File: src/hdl/tsc_pkg.sv
// shared constants and types for the type-c source attach control block
package tsc_pkg;
   // clock and deglitch time base
   localparam int CLK_MHZ         = 50;                   // reference clock rate
   localparam int TICK_US         = 100;                  // deglitch tick period
   localparam int TICK_CYCLES_DEF = TICK_US * CLK_MHZ;    // cycles per tick
   localparam int TICK_W          = 16;                   // tick counter width
   // deglitch times
   localparam int T_DEGR_US       = 150000;               // flag assert time
   localparam int T_DEGF_US       = 12500;                // flag release time
   localparam int T_CS_US         = 8200;                 // load-sense both ways
   localparam int CNT_W           = 11;                   // deglitch counter width
   localparam logic [CNT_W-1:0] FLAG_SET_TICKS = CNT_W'((T_DEGR_US + TICK_US - 1) / TICK_US);
   localparam logic [CNT_W-1:0] FLAG_CLR_TICKS = CNT_W'(T_DEGF_US / TICK_US);
   localparam logic [CNT_W-1:0] CS_SET_TICKS   = CNT_W'((T_CS_US + TICK_US - 1) / TICK_US);
   localparam logic [CNT_W-1:0] CS_CLR_TICKS   = CNT_W'(T_CS_US / TICK_US);
   // flag positions (open-drain pins), first five are deglitched
   localparam int FLG_FLIP  = 0;                          // plug_flip_n
   localparam int FLG_SINK  = 1;                          // sink_attached_n
   localparam int FLG_AUDIO = 2;                          // audio accessory
   localparam int FLG_DEBUG = 3;                          // debug accessory
   localparam int FLG_CS    = 4;                          // cable compensation
   localparam int FLG_FAULT = 5;                          // thermal fault
   localparam int N_DEB     = 5;
   localparam int N_FLAG    = 6;
   // synchronised pin positions
   localparam int SY_CC1_OPEN = 0;                        // cc1 below open level
   localparam int SY_CC1_RA   = 1;                        // cc1 below ra level
   localparam int SY_CC2_OPEN = 2;
   localparam int SY_CC2_RA   = 3;
   localparam int SY_EN       = 4;
   localparam int SY_SEL_LVL  = 5;
   localparam int SY_SEL_AMP  = 6;
   localparam int SY_ILIM     = 7;
   localparam int SY_HOT      = 8;
   localparam int SY_COOL     = 9;
   localparam int SY_CS       = 10;
   localparam int SY_PIN      = 11;
   localparam int N_SY        = 17;
   // apb register map
   localparam int ADDR_W = 8;
   localparam logic [ADDR_W-1:0] REG_CTRL     = 8'h00;
   localparam logic [ADDR_W-1:0] REG_STATUS   = 8'h04;
   localparam logic [ADDR_W-1:0] REG_IRQ_STAT = 8'h08;
   localparam logic [ADDR_W-1:0] REG_IRQ_MASK = 8'h0C;
   localparam logic [ADDR_W-1:0] REG_PINS     = 8'h10;
   localparam logic CTRL_EN_RST = 1'b1;                   // software enable after reset
   // interrupt status bits
   localparam int IRQ_ATTACH = 0;
   localparam int IRQ_DETACH = 1;
   localparam int IRQ_ACCESS = 2;
   localparam int IRQ_THERM  = 3;
   localparam int N_IRQ      = 4;
   localparam logic [N_IRQ-1:0] IRQ_MASK_RST = 4'h0;
   // advertised current codes
   localparam logic [1:0] ADV_DEFAULT = 2'h0;
   localparam logic [1:0] ADV_1A5     = 2'h1;
   localparam logic [1:0] ADV_3A      = 2'h2;
   // cc line termination class
   typedef enum logic [1:0] {CC_OPEN, CC_RD, CC_RA} tsc_cc_t;
   // overtemperature cycling state
   typedef enum logic {TH_RUN, TH_COOL} tsc_therm_t;
endpackage

File: src/hdl/tsc_attach_ctrl.sv
// attach detection, power steering and thermal cycling of a type-c source port
//
// Operation
// - low cc level means attached termination
// - both open: power off, flags released
// - rd on cc1: vbus on, sink flag
// - rd on cc2: vbus, sink, flip flag
// - lone ra: power off, flags released
// - rd plus ra: vbus, vconn on ra
// - rd on both: debug flag only
// - ra on both: audio flag only
// - flags open-drain, never driven high
// - two selects choose advertised current
// - limit and sense threshold ignore selects
// - hot in current limit turns switch off
// - cool by hysteresis, then restart
// - enable low: all off, monitor stopped
// - audio detach watched on cc2
// - debug detach watched on cc1
//
// The APB slave port and the register addresses were decided locally.
`timescale 1ns/100ps
module tsc_attach_ctrl
   import tsc_pkg::*;
#(
   parameter int TICK_CYCLES = TICK_CYCLES_DEF          // cycles per deglitch tick
) (
   input  wire logic              i_ref_clk,            // 50 mhz reference clock
   input  wire logic              i_reset_n,            // synchronous reset
   // apb slave
   input  wire logic              i_psel,               // slave select
   input  wire logic              i_penable,            // access phase
   input  wire logic              i_pwrite,             // write access
   input  wire logic [ADDR_W-1:0] i_paddr,              // byte address
   input  wire logic [31:0]       i_pwdata,             // write data
   output logic      [31:0]       o_prdata,             // read data
   output logic                   o_pready,             // transfer done
   output logic                   o_pslverr,            // unmapped address
   // pins
   input  wire logic              i_enable,             // device enable
   input  wire logic              i_cc1_below_open,     // cc1 under open level
   input  wire logic              i_cc1_below_ra,       // cc1 under rd/ra boundary
   input  wire logic              i_cc2_below_open,     // cc2 under open level
   input  wire logic              i_cc2_below_ra,       // cc2 under rd/ra boundary
   input  wire logic              i_charge_select_hi_level,  // type-c current select
   input  wire logic              i_charge_select_high_amp,  // 3 a select
   input  wire logic              i_in_current_limit,   // switch is regulating current
   input  wire logic              i_over_temp,          // junction above limit threshold
   input  wire logic              i_temp_cooled,        // junction cooled by hysteresis
   input  wire logic              i_load_above_cs,      // load above sense threshold
   input  wire logic [N_FLAG-1:0] i_flag_pin,           // open-drain pin levels
   output logic      [N_FLAG-1:0] o_flag_out,           // open-drain data, always low
   output logic      [N_FLAG-1:0] o_flag_oe,            // pull pin low when high
   output logic                   o_vbus_switch_en,     // vbus_supply_input to vbus
   output logic                   o_vconn_cc1_en,       // vconn onto cc1
   output logic                   o_vconn_cc2_en,       // vconn onto cc2
   output logic      [1:0]        o_adv_level,          // advertised current code
   output logic                   o_irq                 // level interrupt
);
   // every flip-flop of the block outside the deglitch filters
   typedef struct packed {
      logic [N_SY-1:0]   sy1;        // first synchroniser stage
      logic [N_SY-1:0]   sy2;        // second synchroniser stage
      tsc_therm_t        therm;      // overtemperature cycle state
      logic              ctrl_en;    // software enable
      logic [N_IRQ-1:0]  irq_stat;   // sticky events
      logic [N_IRQ-1:0]  irq_mask;   // event enables
      logic [N_DEB-1:0]  deb_q;      // deglitched flags, last cycle
      logic [TICK_W-1:0] tick_cnt;   // tick divider
      logic              tick;       // one-cycle tick enable
      logic              pready;     // apb answer
      logic              pslverr;    // apb error
      logic [31:0]       prdata;     // apb read data
      logic              vbus;       // vbus switch
      logic              vconn1;     // vconn to cc1
      logic              vconn2;     // vconn to cc2
      logic [1:0]        adv;        // advertised current
      logic [N_FLAG-1:0] flag_out;   // open-drain data
      logic [N_FLAG-1:0] flag_oe;    // open-drain enables
      logic              irq;        // interrupt output
   } tsc_state_t;

   tsc_state_t        st;            // registered state
   tsc_state_t        next_st;       // next state
   logic [N_SY-1:0]   raw_pins;      // pins before synchronising
   logic [N_DEB-1:0]  deb_raw;       // flag conditions before deglitch
   logic [N_DEB-1:0]  deb;           // deglitched flag conditions
   tsc_cc_t           cls1;          // cc1 termination class
   tsc_cc_t           cls2;          // cc2 termination class
   logic              run;           // device enabled by pin and software
   logic              pwr_ok;        // switches allowed by thermal state
   logic              sink_ok;       // sink attached, no accessory
   logic              access;        // apb access phase
   logic              wr_done;       // write completes this edge
   logic [N_IRQ-1:0]  irq_ev;        // events this cycle
   logic [N_IRQ-1:0]  irq_clr;       // write-one-to-clear bits
   logic [31:0]       rd_val;        // read mux
   logic              rd_hit;        // mapped address

   // deglitch times per flag position
   localparam logic [N_DEB-1:0][CNT_W-1:0] DEB_SET = {CS_SET_TICKS, {4{FLAG_SET_TICKS}}};
   localparam logic [N_DEB-1:0][CNT_W-1:0] DEB_CLR = {CS_CLR_TICKS, {4{FLAG_CLR_TICKS}}};

   // classify one cc line from its two comparators
   function automatic tsc_cc_t cc_class(input logic below_open, input logic below_ra);
      tsc_cc_t c;
      if (!below_open) begin
         c = CC_OPEN;
      end else if (below_ra) begin
         c = CC_RA;
      end else begin
         c = CC_RD;
      end
      return c;
   endfunction

   // advertised current from the two selects
   function automatic logic [1:0] adv_code(input logic lvl, input logic amp);
      logic [1:0] a;
      if (!lvl) begin
         a = ADV_DEFAULT;
      end else if (amp) begin
         a = ADV_3A;
      end else begin
         a = ADV_1A5;
      end
      return a;
   endfunction

   // all pins in synchroniser order
   assign raw_pins = {i_flag_pin, i_load_above_cs, i_temp_cooled, i_over_temp, i_in_current_limit,
                      i_charge_select_high_amp, i_charge_select_hi_level, i_enable,
                      i_cc2_below_ra, i_cc2_below_open, i_cc1_below_ra, i_cc1_below_open};

   // outputs straight from the state register
   assign o_prdata         = st.prdata;
   assign o_pready         = st.pready;
   assign o_pslverr        = st.pslverr;
   assign o_flag_out       = st.flag_out;
   assign o_flag_oe        = st.flag_oe;
   assign o_vbus_switch_en = st.vbus;
   assign o_vconn_cc1_en   = st.vconn1;
   assign o_vconn_cc2_en   = st.vconn2;
   assign o_adv_level      = st.adv;
   assign o_irq            = st.irq;

   // one deglitch filter for each of the five deglitched flags, cleared while disabled
   // a cleared filter restarts its full hold time on the next enable
   genvar g;
   generate
      for (g = 0; g < N_DEB; g = g + 1) begin : g_deb
         tsc_deglitch #(
            .SET_TICKS (DEB_SET[g]),
            .CLR_TICKS (DEB_CLR[g])
         ) u_deg (
            .i_ref_clk (i_ref_clk),
            .i_reset_n (i_reset_n),
            .i_tick    (st.tick),
            .i_clear   (!run),
            .i_raw     (deb_raw[g]),
            .o_level   (deb[g])
         );
      end
   endgenerate

   // line classes and raw flag conditions
   always_comb begin
      cls1 = cc_class(st.sy2[SY_CC1_OPEN], st.sy2[SY_CC1_RA]);
      cls2 = cc_class(st.sy2[SY_CC2_OPEN], st.sy2[SY_CC2_RA]);
      run  = st.sy2[SY_EN] && st.ctrl_en;
      deb_raw = '0;
      // one rd line: sink attached, other line open or ra
      if (!deb[FLG_AUDIO] && !deb[FLG_DEBUG]) begin
         deb_raw[FLG_SINK] = (cls1 == CC_RD) != (cls2 == CC_RD);
         deb_raw[FLG_FLIP] = (cls2 == CC_RD) && (cls1 != CC_RD);
      end
      // audio: enter on ra/ra, leave on cc2 alone
      if (deb[FLG_AUDIO]) begin
         deb_raw[FLG_AUDIO] = (cls2 == CC_RA);
      end else begin
         deb_raw[FLG_AUDIO] = (cls1 == CC_RA) && (cls2 == CC_RA) && !deb[FLG_DEBUG];
      end
      // debug: enter on rd/rd, leave on cc1 alone
      if (deb[FLG_DEBUG]) begin
         deb_raw[FLG_DEBUG] = (cls1 == CC_RD);
      end else begin
         deb_raw[FLG_DEBUG] = (cls1 == CC_RD) && (cls2 == CC_RD) && !deb[FLG_AUDIO];
      end
      // load sense threshold is the same for every select setting
      deb_raw[FLG_CS] = st.sy2[SY_CS] && st.vbus;
   end

   // next state
   always_comb begin
      next_st = st;
      // synchronisers
      // every pin passes two flops; nothing but the second stage reads the first
      next_st.sy1 = raw_pins;
      next_st.sy2 = st.sy1;
      // deglitch time base
      // one shared tick keeps the filter counters narrow
      next_st.tick = 1'b0;
      if (st.tick_cnt >= TICK_W'(TICK_CYCLES - 1)) begin
         next_st.tick_cnt = '0;
         next_st.tick     = 1'b1;
      end else begin
         next_st.tick_cnt = st.tick_cnt + 1'b1;
      end
      // thermal cycling while in current limit
      // the thermal state survives a disable, so a hot switch is not retried early
      case (st.therm)
         TH_RUN: begin
            if (run && st.sy2[SY_ILIM] && st.sy2[SY_HOT]) begin
               next_st.therm = TH_COOL;
            end
         end
         TH_COOL: begin
            if (st.sy2[SY_COOL]) begin
               next_st.therm = TH_RUN;
            end
         end
         default: begin
            next_st.therm = TH_RUN;
         end
      endcase
      pwr_ok  = run && (next_st.therm == TH_RUN);
      sink_ok = deb[FLG_SINK] && !deb[FLG_AUDIO] && !deb[FLG_DEBUG];
      // power switches follow the deglitched attach state
      // an accessory blocks power even while a sink pattern is still settling
      next_st.vbus   = pwr_ok && sink_ok;
      next_st.vconn1 = pwr_ok && sink_ok && (cls1 == CC_RA);
      next_st.vconn2 = pwr_ok && sink_ok && (cls2 == CC_RA);
      next_st.adv    = adv_code(st.sy2[SY_SEL_LVL], st.sy2[SY_SEL_AMP]);
      // open-drain flags only ever pull low
      next_st.flag_out            = '0;
      next_st.flag_oe[FLG_FLIP]   = run && sink_ok && deb[FLG_FLIP];
      next_st.flag_oe[FLG_SINK]   = run && sink_ok;
      next_st.flag_oe[FLG_AUDIO]  = run && deb[FLG_AUDIO];
      next_st.flag_oe[FLG_DEBUG]  = run && deb[FLG_DEBUG];
      next_st.flag_oe[FLG_CS]     = run && deb[FLG_CS];
      next_st.flag_oe[FLG_FAULT]  = run && (st.therm == TH_COOL);
      // events
      // sink edges, accessory entries and thermal shutdown become sticky interrupt events
      next_st.deb_q = deb;
      irq_ev = '0;
      irq_ev[IRQ_ATTACH] = deb[FLG_SINK] && !st.deb_q[FLG_SINK];
      irq_ev[IRQ_DETACH] = !deb[FLG_SINK] && st.deb_q[FLG_SINK];
      irq_ev[IRQ_ACCESS] = (deb[FLG_AUDIO] && !st.deb_q[FLG_AUDIO]) ||
                           (deb[FLG_DEBUG] && !st.deb_q[FLG_DEBUG]);
      irq_ev[IRQ_THERM]  = (st.therm == TH_RUN) && (next_st.therm == TH_COOL);
      // apb decode
      // decoded straight from the bus so read data can be registered with pready
      access  = i_psel && i_penable;
      wr_done = access && st.pready && i_pwrite && !st.pslverr;
      rd_hit  = 1'b1;
      case (i_paddr)
         REG_CTRL:     rd_val = {31'h0, st.ctrl_en};
         REG_STATUS:   rd_val = {19'h0, run, st.therm == TH_COOL, st.adv, cls2, cls1, deb};
         REG_IRQ_STAT: rd_val = {28'h0, st.irq_stat};
         REG_IRQ_MASK: rd_val = {28'h0, st.irq_mask};
         REG_PINS:     rd_val = {26'h0, st.sy2[SY_PIN +: N_FLAG]};
         default: begin
            rd_val = 32'h0;
            rd_hit = 1'b0;
         end
      endcase
      // answer one cycle into the access phase
      next_st.pready = access && !st.pready;
      if (access && !st.pready) begin
         next_st.prdata  = i_pwrite ? 32'h0 : rd_val;
         next_st.pslverr = !rd_hit;
      end else begin
         next_st.pslverr = 1'b0;
      end
      // writes take effect on the completing edge
      irq_clr = '0;
      if (wr_done) begin
         case (i_paddr)
            REG_CTRL:     next_st.ctrl_en  = i_pwdata[0];
            REG_IRQ_STAT: irq_clr          = i_pwdata[N_IRQ-1:0];
            REG_IRQ_MASK: next_st.irq_mask = i_pwdata[N_IRQ-1:0];
            default:      next_st.ctrl_en  = st.ctrl_en;
         endcase
      end
      // a new event wins over a clear in the same cycle
      next_st.irq_stat = (st.irq_stat & ~irq_clr) | irq_ev;
      next_st.irq      = |(next_st.irq_stat & next_st.irq_mask);
   end

   // state register
   always_ff @(posedge i_ref_clk) begin
      if (!i_reset_n) begin
         st          <= '0;
         st.ctrl_en  <= CTRL_EN_RST;
         st.irq_mask <= IRQ_MASK_RST;
      end else begin
         st <= next_st;
      end
   end
endmodule

File: src/hdl/tsc_deglitch.sv
// asymmetric deglitch filter for one attach flag
`timescale 1ns/100ps
module tsc_deglitch
   import tsc_pkg::*;
#(
   parameter logic [CNT_W-1:0] SET_TICKS = FLAG_SET_TICKS,
   parameter logic [CNT_W-1:0] CLR_TICKS = FLAG_CLR_TICKS
) (
   input  wire logic i_ref_clk,   // reference clock
   input  wire logic i_reset_n,   // synchronous reset
   input  wire logic i_tick,      // time base enable
   input  wire logic i_clear,     // force released, counter idle
   input  wire logic i_raw,       // undeglitched condition
   output logic      o_level      // deglitched condition
);
   // filter state
   typedef struct packed {
      logic             level;    // filtered level
      logic [CNT_W-1:0] cnt;      // ticks the raw level has differed
   } tsc_deg_t;

   tsc_deg_t st;
   tsc_deg_t next_st;

   assign o_level = st.level;

   // count ticks of a stable difference, flip after the set or clear time
   always_comb begin
      next_st = st;
      if (i_clear) begin
         next_st = '0;
      end else if (i_raw == st.level) begin
         next_st.cnt = '0;
      end else if (i_tick) begin
         if (st.cnt + 1'b1 >= (st.level ? CLR_TICKS : SET_TICKS)) begin
            next_st.level = i_raw;
            next_st.cnt   = '0;
         end else begin
            next_st.cnt = st.cnt + 1'b1;
         end
      end
   end

   // state register
   always_ff @(posedge i_ref_clk) begin
      if (!i_reset_n) begin
         st <= '0;
      end else begin
         st <= next_st;
      end
   end
endmodule

File: config.mk
export PLATFORM = sky130hd
export DESIGN_NAME = tsc_attach_ctrl
export DESIGN_NICKNAME = d
export VERILOG_FILES = /design/src/hdl/tsc_pkg.sv /design/src/hdl/tsc_attach_ctrl.sv /design/src/hdl/tsc_deglitch.sv
export SDC_FILE = /design/constraint.sdc
export NUM_CORES = 1
export LEC_CHECK = 0
export BUFFER_PORTS_ARGS = -buffer_cell sky130_fd_sc_hd__buf_2
export CORE_AREA = 2 2 109 164
export DETAILED_ROUTE_END_ITERATION = 8
export DIE_AREA = 0 0 111 166
export PLACE_DENSITY = 0.65
export SYNTH_ARGS = -nofsm -noshare
export SYNTH_HDL_FRONTEND = slang
export SYNTH_SLANG_ARGS = --single-unit
File: constraint.sdc
create_clock -name i_ref_clk -period 3.5 [get_ports i_ref_clk]
set_input_delay 0.35 -clock i_ref_clk [delete_from_list [all_inputs] [get_ports i_ref_clk]]
set_output_delay 0.35 -clock i_ref_clk [all_outputs]
set_load 0.01 [all_outputs]
==> impl_metrics.yaml <==
final_layout:
  drive_gt1_share_pct: 12.6
  areaGrowthSynthToFinish_pct: 11.8
  final_cell_count_no_fill: 1147
  final_core_util_pct: 49.5
  layout.nets: 1012
  antenna_diode_count: 0
  filler_cell_count: 1637
worst_setup_path:
  required_ps: 3860
  r2r.worst_path.cells: 11
  path_cells: "ha_1, and3_1, and3_1, nand3_1, xnor2_1, ha_1, a211o_1, o32a_1, a41o_1, nor3_1, a32o_1"
  crit_path_start_kind: "flip-flop"
  critical_path.max_fanout: 6
  setup.worst_path.end_class: "flip-flop"
  critPathSlowestCell: "sky130_fd_sc_hd__nor3_1"
  worst-setup-path-type: "reg -> reg"
  cp_data_arrival_time_ps: 3590
  timing.critical_path.slowest_cell_delay_ps: 450
grt:
  globalRouteTotalUtil_pct: 17.9
  first_global_vias: 5684
  initial_antenna_violation_count: 0
  grt_pass1_wl_um: 27600
  maximum_number_of_pins_on_one_net_before_global_route_repair: 46
  gr-total-overflow: 0
route:
  remaining_drc_errors: 0
  dr.first_iter.drc_count: 323
  dr_total_vias: 6124
  postRouteWirelength_um: 16400
  dr.max_layer_used: "met4"
  routed-wl-met3_um: 592
  route.layer.met1.wl_um: 7140
  first_pass_iters: 4
  drt.antenna.violating_nets: 0
  post_drt_wl_per_cell_um: 14.3
  avgViaCountPerCell: 5.34
  routed-wl-met2_um: 8350
sta:
  timing.final.max_slew_violations: 0
  finalClockSkew_ps: 9.67
  timing.final.crit_period_ps: 3230
  post-route-worst-setup-slack_ps: 271
  grt_setup_unrepaired: "false"
  crit_share_post_route_pct: 92.2
  relSlewSlack_pct: 45.3
  report.final.hold_viol_count: 0
  worst_pin_slew_ps: 816
  worst_hold_slack_ps: 127
  setup_tns_ps: 0
  maxClockFrequency_mhz: 310
  setup-violations-final: 0
cts:
  cts_buffers: 17
  clock_sink_count: 151
  clk_pin_slew_ps: 70
  clock_tree.root_cell: "sky130_fd_sc_hd__clkbuf_16"
  clock_path_buffers: 2
  clock_insertion_delay_worst_skew_ps: 420
  tritoncts_clock_tree: "yes"
  cts-hold-fix-buffers: 0
  cts.htree.levels: 4
  cts_setup_buffers: 0
logic_synthesis:
  synthDominantAreaCellType: "sky130_fd_sc_hd__dfxtp_1"
  post_synth_and_or_nand_nor_area_fraction_pct: 26.3
  synth.ff_latch_count: 151
  dominantRegCellSynth: "sky130_fd_sc_hd__dfxtp_1"
  synthCells: 886
  syn-cell-area_um2: 7550
  synth-edff-count: 0
  dominant_combinational_cell_family_by_area_after_synthesis: "simple AND/OR/NAND/NOR gates"
  postSynth.asyncResetShare_pct: 0
  synth_top_cell_area_share_pct: 40.1
  synth_top_cells_by_area: "sky130_fd_sc_hd__dfxtp_1 40%, sky130_fd_sc_hd__ha_1 4.8%, sky130_fd_sc_hd__buf_4 4.6%"
  avgSynthCellArea_um2: 8.52
  yosysWarningCount: 0
  yosys.area_share.adder_pct: 4.81
  synthXorXnorAreaFrac_pct: 5.46
  seq_total_area_yosys_pct: 40.1
  yosys.cell_types.count: 66
  synth_compound_gate_area_share_pct: 14.0
  yosys-mux-area-fraction_pct: 1.61
hold_path:
  hold_depth: 2
  min_path_type: "in -> reg"
place:
  io_buffers: 60
  finalWeightedCongestion: 0.875
  place_worst_setup_slack_ps: 316
  placed_cells: 1115
  dpl.hpwl_um: 11700
floorplanning:
  placeableCoreArea_um2: 17100
  die_width_um: 111
  initial_util_pct: 44.3
  floorplan.rows: 59
  top_level_ports: 114
  floorplan.die_area_um2: 18400
  die_height_um: 166
status:
  status: "completed"
power_and_ir_drop:
  cellLeakagePower_nw: 3.44
  power_density_relative_to_cell_area_nw_per_um2: 440
  worst_supply_voltage_drop_on_vdd_uv: 376
flow_run:
  drv_cap: 0
## area by class of cell
class | instances | area (um^2) | share of cell area, %
Clock buffer | 17 | 425 | 5.04
Multi-Input combinational cell | 653 | 4050 | 47.9
Inverter | 29 | 109 | 1.29
Clock inverter | 15 | 201 | 2.39
Sequential cell | 151 | 3020 | 35.8
Timing Repair Buffer | 69 | 368 | 4.36
Tap cell | 213 | 267 | 3.16
## per-layer routing
| layer | track usage (%) | up-vias |
|---|---|---|
| li1 | - | 3129 |
| met2 | 32.2 | 120 |
| met4 | 5.11 | 0 |
| met3 | 3.47 | 23 |
| met5 | 0 | - |
| met1 | 21.5 | 2852 |
## critical path: cells and delay by family, from the launching register on
family,cells,cell delay [ps]
AND/OR/NAND/NOR,4,1060
XOR/XNOR,1,170
flip-flops,1,430
AO/OA/AOI/OAI,4,1050
adder cells (fa/ha/maj),2,470
## cells in the final DEF (no fill, tap or decap), types with 20 or more instances in the layout
cell type,n
sky130_fd_sc_hd__dfxtp_1,151
sky130_fd_sc_hd__nand2_1,89
sky130_fd_sc_hd__nor2_1,78
sky130_fd_sc_hd__buf_2,60
sky130_fd_sc_hd__and2_1,48
sky130_fd_sc_hd__nand3_1,47
sky130_fd_sc_hd__a21oi_1,32
sky130_fd_sc_hd__inv_1,29
sky130_fd_sc_hd__ha_1,29
sky130_fd_sc_hd__conb_1,28
sky130_fd_sc_hd__xnor2_1,24
sky130_fd_sc_hd__o21ai_0,24
sky130_fd_sc_hd__xor2_1,23
sky130_fd_sc_hd__and3_1,20
## sequential cells by signal (all words and copies together) (netlist names)
name,cells
g_deb.u_deg.st,55
st,47
next_st,17
o_prdata,13
o_flag_oe,6
g_deb.u_deg.o_level,5
o_adv_level,2
o_irq,1
o_pready,1
o_pslverr,1
o_vbus_switch_en,1
o_vconn_cc1_en,1
o_vconn_cc2_en,1
## Yosys cell counts, types with 5 or more instances
library cell / count
sky130_fd_sc_hd__xor2_1: 23
sky130_fd_sc_hd__nor3b_1: 6
sky130_fd_sc_hd__clkbuf_1: 30
sky130_fd_sc_hd__o22ai_1: 9
sky130_fd_sc_hd__nor2b_1: 10
sky130_fd_sc_hd__or2_2: 7
sky130_fd_sc_hd__inv_1: 29
sky130_fd_sc_hd__nand3_1: 47
sky130_fd_sc_hd__a32o_1: 5
sky130_fd_sc_hd__ha_1: 29
sky130_fd_sc_hd__a22oi_1: 15
sky130_fd_sc_hd__nor4_1: 6
sky130_fd_sc_hd__a41oi_1: 5
sky130_fd_sc_hd__buf_4: 46
sky130_fd_sc_hd__nand2b_1: 9
sky130_fd_sc_hd__or3_1: 6
sky130_fd_sc_hd__xnor2_1: 24
sky130_fd_sc_hd__o211ai_1: 5
sky130_fd_sc_hd__nor2_1: 78
sky130_fd_sc_hd__and4_1: 6
sky130_fd_sc_hd__o2111ai_1: 9
sky130_fd_sc_hd__o21ai_0: 24
sky130_fd_sc_hd__o21a_1: 5
sky130_fd_sc_hd__and3_1: 20
sky130_fd_sc_hd__a21oi_1: 32
sky130_fd_sc_hd__and2_1: 48
sky130_fd_sc_hd__mux2i_1: 11
sky130_fd_sc_hd__nand4_1: 19
sky130_fd_sc_hd__nand2_1: 89
sky130_fd_sc_hd__nor3_1: 19
sky130_fd_sc_hd__nand4b_1: 5
sky130_fd_sc_hd__dfxtp_1: 151
## cell families after synthesis
| group | after synthesis |
|---|---|
| compound gates | 150 |
| xor+xnor | 47 |
| fa+ha+maj | 29 |
| buf+inv | 109 |
| flops | 151 |
| mux | 12 |
| other cells | 1 |
| simple gates | 387 |
## per-stage QoR
step	cell area, um^2	power (mW)
CTS	8430	3.76
floorplan	7650	1.88
global placement	7810	1.90
detailed placement	7810	1.90
finish	8440	3.71
global route	8440	3.86
## path summary, 6_finish.rpt
check                          to                startpoint  slack (ps)
max reg2reg  g_deb[0].u_deg.st[5]      g_deb[0].u_deg.st[0]         270
max          g_deb[0].u_deg.st[5]      g_deb[0].u_deg.st[0]         270
min reg2reg        o_adv_level[0]                    st[90]         410
min                   next_st[90]  i_charge_select_high_amp         130
## power by group
part | internal [mW] | switching [mW]
logic | 0.0376 | 0.0767
clock network | 0.981 | 0.872
registers | 1.74 | 0.00753
total | 2.76 | 0.956
## repair_timing
action	CTS	global route
resized for setup	0	1
setup endpoints to repair	0	6
endpoints found under the hold margin	0	0
Power figures use the tool's default switching activity.
